`config.mk`:
```
export PLATFORM = sky130hd
export DESIGN_NAME = mcu_interrupt_flag_enable_bank
export DESIGN_NICKNAME = d
export VERILOG_FILES = /design/src/shared/irq_bank_pkg.sv /design/src/logic/mcu_interrupt_flag_enable_bank.sv
export SDC_FILE = /design/constraint.sdc
export NUM_CORES = 1
export LEC_CHECK = 0
export ABC_AREA = 1
export BUFFER_PORTS_ARGS = -buffer_cell sky130_fd_sc_hd__buf_2
export CORE_UTILIZATION = 55
export CTS_CLUSTER_SIZE = 40
export DETAILED_ROUTE_END_ITERATION = 6
export GPL_TIMING_DRIVEN = 0
export PLACE_DENSITY = 0.88
export RECOVER_POWER = 100
export SLEW_MARGIN = 5
export SYNTH_ARGS = -nofsm -noshare
export SYNTH_HDL_FRONTEND = slang
export SYNTH_SLANG_ARGS = --single-unit
```
`constraint.sdc`:
```
create_clock -name ref_clk -period 3.2 [get_ports ref_clk]
set_clock_uncertainty 0.15 [all_clocks]
set_input_delay 0.64 -clock ref_clk [delete_from_list [all_inputs] [get_ports ref_clk]]
set_output_delay 0.64 -clock ref_clk [all_outputs]
set_load 0.02 [all_outputs]
```
`src/shared/irq_bank_pkg.sv`:
```
// Constants, register map and carrier types of the interrupt flag/enable bank.
// Assumes a single 8-bit register port on the same clock as the bank.
package irq_bank_pkg;

  localparam int ADDR_W  = 3;
  localparam int DATA_W  = 8;
  localparam int NUM_CTL = 4;

  // Register indices on the plain register port
  localparam logic [ADDR_W-1:0] ADDR_EDGE_SEL = 3'h0;
  localparam logic [ADDR_W-1:0] ADDR_CTL0     = 3'h1;
  localparam logic [ADDR_W-1:0] ADDR_CTL1     = 3'h2;
  localparam logic [ADDR_W-1:0] ADDR_CTL2     = 3'h3;
  localparam logic [ADDR_W-1:0] ADDR_CTL3     = 3'h4;

  // Implemented-bit masks and reset value
  localparam logic [DATA_W-1:0] REG_RESET       = 8'h00;
  localparam logic [DATA_W-1:0] READ_IDLE       = 8'h00;
  localparam logic [DATA_W-1:0] EDGE_SEL_MASK   = 8'h0f;
  localparam logic [DATA_W-1:0] CTL0_MASK       = 8'h7f;
  localparam logic [DATA_W-1:0] CTL_FULL_MASK   = 8'hff;
  localparam logic [DATA_W-1:0] CTL3_NOCMP_MASK = 8'h33;
  localparam logic [DATA_W-1:0] CTL0_EN_MASK    = 8'h0e;
  localparam logic [DATA_W-1:0] CTL_EN_MASK     = 8'h0f;

  // Distance from an enable bit up to its request flag
  localparam int CTL0_FLAG_OFS = 3;
  localparam int CTL_FLAG_OFS  = 4;

  // Edge select fields
  localparam int PIN_A_SEL_LSB = 0;
  localparam int PIN_B_SEL_LSB = 2;
  localparam logic [1:0] EDGE_OFF  = 2'h0;
  localparam logic [1:0] EDGE_RISE = 2'h1;
  localparam logic [1:0] EDGE_FALL = 2'h2;
  localparam logic [1:0] EDGE_BOTH = 2'h3;

  // Control 0 fields
  localparam int GLOBAL_EN_BIT  = 0;
  localparam int USB_FLAG_BIT   = 6;
  localparam int PIN_B_FLAG_BIT = 5;
  localparam int PIN_A_FLAG_BIT = 4;
  // Control 1 fields
  localparam int TBASE_B_FLAG_BIT  = 7;
  localparam int TBASE_A_FLAG_BIT  = 6;
  localparam int KEYSCAN_FLAG_BIT  = 5;
  localparam int PWM_FLAG_BIT      = 4;
  // Control 2 fields
  localparam int EEPROM_FLAG_BIT   = 7;
  localparam int TIMER_B_FLAG_BIT  = 6;
  localparam int TIMER_A_FLAG_BIT  = 5;
  localparam int LVD_FLAG_BIT      = 4;
  // Control 3 fields
  localparam int CMP_B_FLAG_BIT    = 7;
  localparam int CMP_A_FLAG_BIT    = 6;
  localparam int USB_SOF_FLAG_BIT  = 5;
  localparam int SPI_FLAG_BIT      = 4;

  // One-cycle event pulses from on-chip sources, same clock as the bank
  typedef struct packed {
    logic usb;
    logic tbaseB;
    logic tbaseA;
    logic keyscanFrame;
    logic pwmFrame;
    logic eeprom;
    logic timerB;
    logic timerA;
    logic lvd;
    logic cmpB;
    logic cmpA;
    logic usbSof;
    logic spi;
  } srcEvents_t;

  // Register port request group
  typedef struct packed {
    logic [ADDR_W-1:0] addr;
    logic [DATA_W-1:0] wdata;
    logic              wr;
    logic              rd;
  } regReq_t;

endpackage

```
`src/logic/mcu_interrupt_flag_enable_bank.sv`:
```
// Interrupt request flag and enable register bank of a small controller core.
// Assumes on-chip event pulses on ref_clk, asynchronous external pins, and a
// register master that issues one-cycle read or write strobes.
//
// Function
// - Accept two pins plus internal sources
// - Events set flags; per-source enable bits
// - Pending enabled request interrupts the core
// - Bits 3:2 select pin B edge
// - Bits 1:0 select pin A edge
// - Unimplemented bits read back zero
// - Global enable gates every interrupt
// - Control 0: USB and pin flags, enables
// - Control 1: time-base flags and enables
// - Control 1: key-scan flag bit5, enable bit1
// - Control 1: PWM-frame flag bit4, enable bit0
// - Disabled flag stays visible, no interrupt
//
// Our own choices: strobed register access and the register addresses.
`timescale 1ns/1ps
`default_nettype none

module mcu_interrupt_flag_enable_bank
  import irq_bank_pkg::*;
#(
  parameter bit HAS_COMPARATORS = 1'b1
)(
  input  wire logic                    ref_clk,
  input  wire logic                    reset,
  input  wire irq_bank_pkg::regReq_t   regReq,
  output logic [irq_bank_pkg::DATA_W-1:0] readData,
  input  wire irq_bank_pkg::srcEvents_t srcEvents,
  input  wire logic                    extIrqPinA,
  input  wire logic                    extIrqPinB,
  output logic                         irqReq
);
  import irq_bank_pkg::*;

  typedef struct packed {
    logic [1:0]                     pinASync;
    logic [1:0]                     pinBSync;
    logic                           pinAPrev;
    logic                           pinBPrev;
    logic [DATA_W-1:0]              edgeSel;
    logic [NUM_CTL-1:0][DATA_W-1:0] ctl;
    logic [DATA_W-1:0]              readData;
    logic                           irqReq;
  } state_t;

  state_t                         cur;
  state_t                         next_;
  logic [NUM_CTL-1:0][DATA_W-1:0] setBits;
  logic [NUM_CTL-1:0][DATA_W-1:0] pending;
  logic                           pinAHit;
  logic                           pinBHit;

  function automatic logic [ADDR_W-1:0] ctlAddr(input int k);
    unique case (k)
      0:       ctlAddr = ADDR_CTL0;
      1:       ctlAddr = ADDR_CTL1;
      2:       ctlAddr = ADDR_CTL2;
      default: ctlAddr = ADDR_CTL3;
    endcase
  endfunction

  // Implemented bits of each control register
  function automatic logic [DATA_W-1:0] ctlMask(input int k);
    if (k == 0)
    begin
      ctlMask = CTL0_MASK;
    end
    else if (k == NUM_CTL - 1 && !HAS_COMPARATORS)
    begin
      ctlMask = CTL3_NOCMP_MASK;
    end
    else
    begin
      ctlMask = CTL_FULL_MASK;
    end
  endfunction

  function automatic logic edgeHit(input logic [1:0] sel, input logic prev, input logic now);
    logic rise;
    logic fall;
    rise = now & ~prev;
    fall = prev & ~now;
    unique case (sel)
      EDGE_OFF:  edgeHit = 1'b0;
      EDGE_RISE: edgeHit = rise;
      EDGE_FALL: edgeHit = fall;
      EDGE_BOTH: edgeHit = rise | fall;
    endcase
  endfunction

  always_comb
  begin
    // Edges judged only on the second stage and its delayed copy
    pinAHit = edgeHit(cur.edgeSel[PIN_A_SEL_LSB +: 2], cur.pinAPrev, cur.pinASync[1]);
    pinBHit = edgeHit(cur.edgeSel[PIN_B_SEL_LSB +: 2], cur.pinBPrev, cur.pinBSync[1]);

    setBits = '0;
    setBits[0][USB_FLAG_BIT]     = srcEvents.usb;
    setBits[0][PIN_B_FLAG_BIT]   = pinBHit;
    setBits[0][PIN_A_FLAG_BIT]   = pinAHit;
    setBits[1][TBASE_B_FLAG_BIT] = srcEvents.tbaseB;
    setBits[1][TBASE_A_FLAG_BIT] = srcEvents.tbaseA;
    setBits[1][KEYSCAN_FLAG_BIT] = srcEvents.keyscanFrame;
    setBits[1][PWM_FLAG_BIT]     = srcEvents.pwmFrame;
    setBits[2][EEPROM_FLAG_BIT]  = srcEvents.eeprom;
    setBits[2][TIMER_B_FLAG_BIT] = srcEvents.timerB;
    setBits[2][TIMER_A_FLAG_BIT] = srcEvents.timerA;
    setBits[2][LVD_FLAG_BIT]     = srcEvents.lvd;
    setBits[3][CMP_B_FLAG_BIT]   = srcEvents.cmpB;
    setBits[3][CMP_A_FLAG_BIT]   = srcEvents.cmpA;
    setBits[3][USB_SOF_FLAG_BIT] = srcEvents.usbSof;
    setBits[3][SPI_FLAG_BIT]     = srcEvents.spi;

    next_ = cur;
    next_.pinASync = {cur.pinASync[0], extIrqPinA};
    next_.pinBSync = {cur.pinBSync[0], extIrqPinB};
    next_.pinAPrev = cur.pinASync[1];
    next_.pinBPrev = cur.pinBSync[1];

    if (regReq.wr && regReq.addr == ADDR_EDGE_SEL)
    begin
      next_.edgeSel = regReq.wdata & EDGE_SEL_MASK;
    end

    for (int k = 0; k < NUM_CTL; k++)
    begin
      if (regReq.wr && regReq.addr == ctlAddr(k))
      begin
        next_.ctl[k] = regReq.wdata & ctlMask(k);
      end
      // Hardware set is applied after the write so an event is never lost
      next_.ctl[k] = next_.ctl[k] | (setBits[k] & ctlMask(k));
    end

    // Flag shifted down onto its enable; disabled flags stay visible
    for (int k = 0; k < NUM_CTL; k++)
    begin
      if (k == 0)
      begin
        pending[k] = (cur.ctl[k] >> CTL0_FLAG_OFS) & cur.ctl[k] & CTL0_EN_MASK;
      end
      else
      begin
        pending[k] = (cur.ctl[k] >> CTL_FLAG_OFS) & cur.ctl[k] & CTL_EN_MASK;
      end
    end
    next_.irqReq = cur.ctl[0][GLOBAL_EN_BIT] & (|pending);

    next_.readData = READ_IDLE;
    if (regReq.rd)
    begin
      if (regReq.addr == ADDR_EDGE_SEL)
      begin
        next_.readData = cur.edgeSel & EDGE_SEL_MASK;
      end
      for (int k = 0; k < NUM_CTL; k++)
      begin
        if (regReq.addr == ctlAddr(k))
        begin
          next_.readData = cur.ctl[k] & ctlMask(k);
        end
      end
    end
  end

  always_ff @(posedge ref_clk)
  begin
    if (reset)
    begin
      cur          <= '0;
      cur.edgeSel  <= REG_RESET;
      cur.ctl      <= {NUM_CTL{REG_RESET}};
      cur.readData <= READ_IDLE;
    end
    else
    begin
      cur <= next_;
    end
  end

  assign readData = cur.readData;
  assign irqReq   = cur.irqReq;

endmodule

`default_nettype wire

```
==> metrics.md <==
| Metric | Value |
|---|---|
| Dpl hpwl | 4265 µm |
| RD Place Congestion | 0.9559 |
| Core area | 4058 µm² |
| Rows | 23 |
| Setup TNS | 0 ns |
| Die Y-Extent | around 67 µm |
| Synthesis Warnings | 0 |
| Max VDD drop | 290.2 µV |
| Worst min-delay path class | reg -> reg |
| Synthesized net count | 383 |
| Cell accounting for the most synthesized area | dfxtp_1 |
| Ant diodes | 0 |
| Layout Nets | 426 |
| Power Internal | 0.9192 mW |
| Outcome | finished clean |
| Setup ws final | 0.9883 ns |
| Final hold slack | between 0.2 and 0.3 ns |
| Grt ovf | 0 |
| CP endpoint kind | register |
| Yosys top cell area share | 0.4255 |
| Final ANT Viol Nets | 0 |
| Register bit total from synthesis | 50 |
| Place WS | ~1.1 ns |
| RSZ-0062 raised after global routing | false |
| Post-route cell area | approximately 2700 µm² |
| Combinational power share | 0.112 |
| Sequential Power Share | 0.539 |
| Largest family of logic cells by synthesized area | simple AND/OR/NAND/NOR gates |
| Placed Area | 2595 µm² |
| H-tree depth | 2 |
| Routed len/inst | between 10 and 15 µm |
| Fin. max-slew vios | 0 |
| Post-Route WL | 5799 µm |
| Initial DRC Count | 268 |
| Initial antenna violation count | 0 |
| Clock latency on the worst-skew pair | ~0.32 ns |
| Final worst path period share | 0.6911 |
| Mapped Cells | 349 |
| DR WL met3 | 510 µm |
| Required time worst endpoint | 3.26 ns |
| Pwr Density | 467.3 nW/µm² |
| Net Switching | approximately 0.32 mW |
| Worst-Margin Slew | 0.5437 ns |
| Synth cell types | 22 |
| Fraction of layout cells with a size suffix above 1 | 0.1145 |
| Num CTS Buffers | 5 |
| Via count | 2324 |
| Mux contribution to synthesized area | 0 |
| Final Hold Viols | 0 |
| Clock tree buffer depth | 2 |
| Leak Pwr | 1.304 nW |
| IO buf count | 36 |
| Die area | ~4500 µm² |
| Switching Fraction | 0.2602 |
| Area grow syn2layout | 13.03% |
| Syn_area_per_cell | roughly 6.7 µm² |
| Routed length on met2 | 2663 µm |
| First-pass GRT wire length | approximately 9500 µm |
| Root Driver | clkbuf_8 |
| Xor and xnor area share after synthesis | 0 |
| Non-filler cells, final | between 400 and 500 |
| GRT Total Usage | 0.2901 |
| Register area share after synthesis | 0.4255 |
| Util after Layout | 0.6553 |
| Worst endpoint data arrival time | 2.28 ns |
| Residual DRC | 0 |
| Clk pwr share | 0.349 |
| Clock sink count | 50 |
| Max Cap Viol | 0 |
| I/O pin total | 39 |
| Largest net degree at the start of global routing | 15 |
| Post-CTS sizing | 0 |
| Vias in the first global route | a little over 2000 |
| Post-CTS Setup Repair Bufs | 0 |
| Min Tclk post-route | about 2.2 ns |
| Critical path class | in -> reg |
| # hold bufs at CTS | 0 |
| Simple-Gate Fraction of Synth Area | 0.3303 |
| Startpoint types | primary input |
| Post-synthesis adder-cell area fraction | 0.02128 |
| Reg area | 1001 µm² |
| Mapped Area | 2352 µm² |
| Starting density of the core | 0.5797 |
| Top cells by area, synth | dfxtp_1 43%, nand2_1 15%, nor2_1 7.5% |
| Cells after DPL | 435 |
| TritonCTS clock tree | done |
| Final setup fails | 0 |
| FILL cells | 368 |
| Multi-input gate area | approximately 1100 µm² |
| Slew HR | 0.6362 |
| Synth Area in Compound Gates | 0.1106 |
| Die Wd | 67.40 µm |
| Crit-path max FO | 10 |
| Final Power | 1.243 mW |
| DRT Pass-1 Iters | 5 |
| Vias per cell | around 5.2 |
| Top layer in use | met4 |
| Clock transition at path regs | roughly 0.090 ns |
| DRT met1 WL | between 2000 and 2500 µm |
| F_max | roughly 0.45 GHz |
## cells in the mapped netlist, drive strengths merged
cell,number
a21oi,16
buf,10
clkbuf,5
dfxtp,50
ha,4
inv,45
nand2,101
nand3,21
nand3b,5
nand4,1
nor2,51
nor3,2
o21ai,36
or2,2
## cells by family after synthesis
logic type | Yosys count
buffers and inverters | 60
flip-flops | 50
AND/OR/NAND/NOR | 183
adder cells (fa/ha/maj) | 4
AO/OA/AOI/OAI | 52
## critical path, stage by stage
cell      delay (ns)
clkbuf_1        0.36
nand2_2         0.11
nor2_1          0.44
nand2_1         0.13
clkbuf_1        0.25
nand2_1         0.11
nand2_1         0.05
o21ai_0         0.13
inv_1           0.05
## cell usage in the layout (no fill, tap or decap)
cell	instances
or2_0	2
inv_1	45
clkbuf_8	8
nand2_1	100
nor2_2	1
buf_4	8
nor2_1	50
nand3b_1	5
nor3_1	1
o21ai_0	36
a21oi_1	16
ha_1	4
nand2_2	1
buf_2	26
dfxtp_1	50
nor3_2	1
nand4_1	1
nand3_1	21
clkbuf_1	17
## power by group through the flow
stage               logic, mW  registers [mW]  clock network [mW]
floorplan              0.0920           0.678                   0
global placement        0.137           0.682                   0
detailed placement      0.142           0.684                   0
CTS                     0.143           0.669               0.429
global route            0.157           0.673               0.454
finish                  0.140           0.670               0.433
## area by class of cell
class	count	area share
Inverter	45	0.06353
Multi-Input combinational cell	239	0.3995
Tap cell	50	0.02353
Sequential cell	50	0.3765
Clock buffer	8	0.04141
Buffer	15	0.03247
Timing Repair Buffer	36	0.06306
## registers in the layout (all words and copies together), names as in the netlist
signal / count
cur: 41
readData: 8
irqReq: 1
## final timing paths
kind         endpoint        from  slack, ns  cells after the start
max           cur[30]  regReq[11]       0.99                      9
max reg2reg   cur[14]     cur[49]       1.82                      7
min           cur[54]     cur[53]       0.27                      2
min reg2reg   cur[54]     cur[53]       0.27                      2
## layer usage
layer	vias up	global-route usage
met5	-	0
met4	0	0.1436
met3	16	0.07095
met2	111	0.4563
met1	1032	0.3685
li1	1165	-
(Power assumes the default switching activity.)
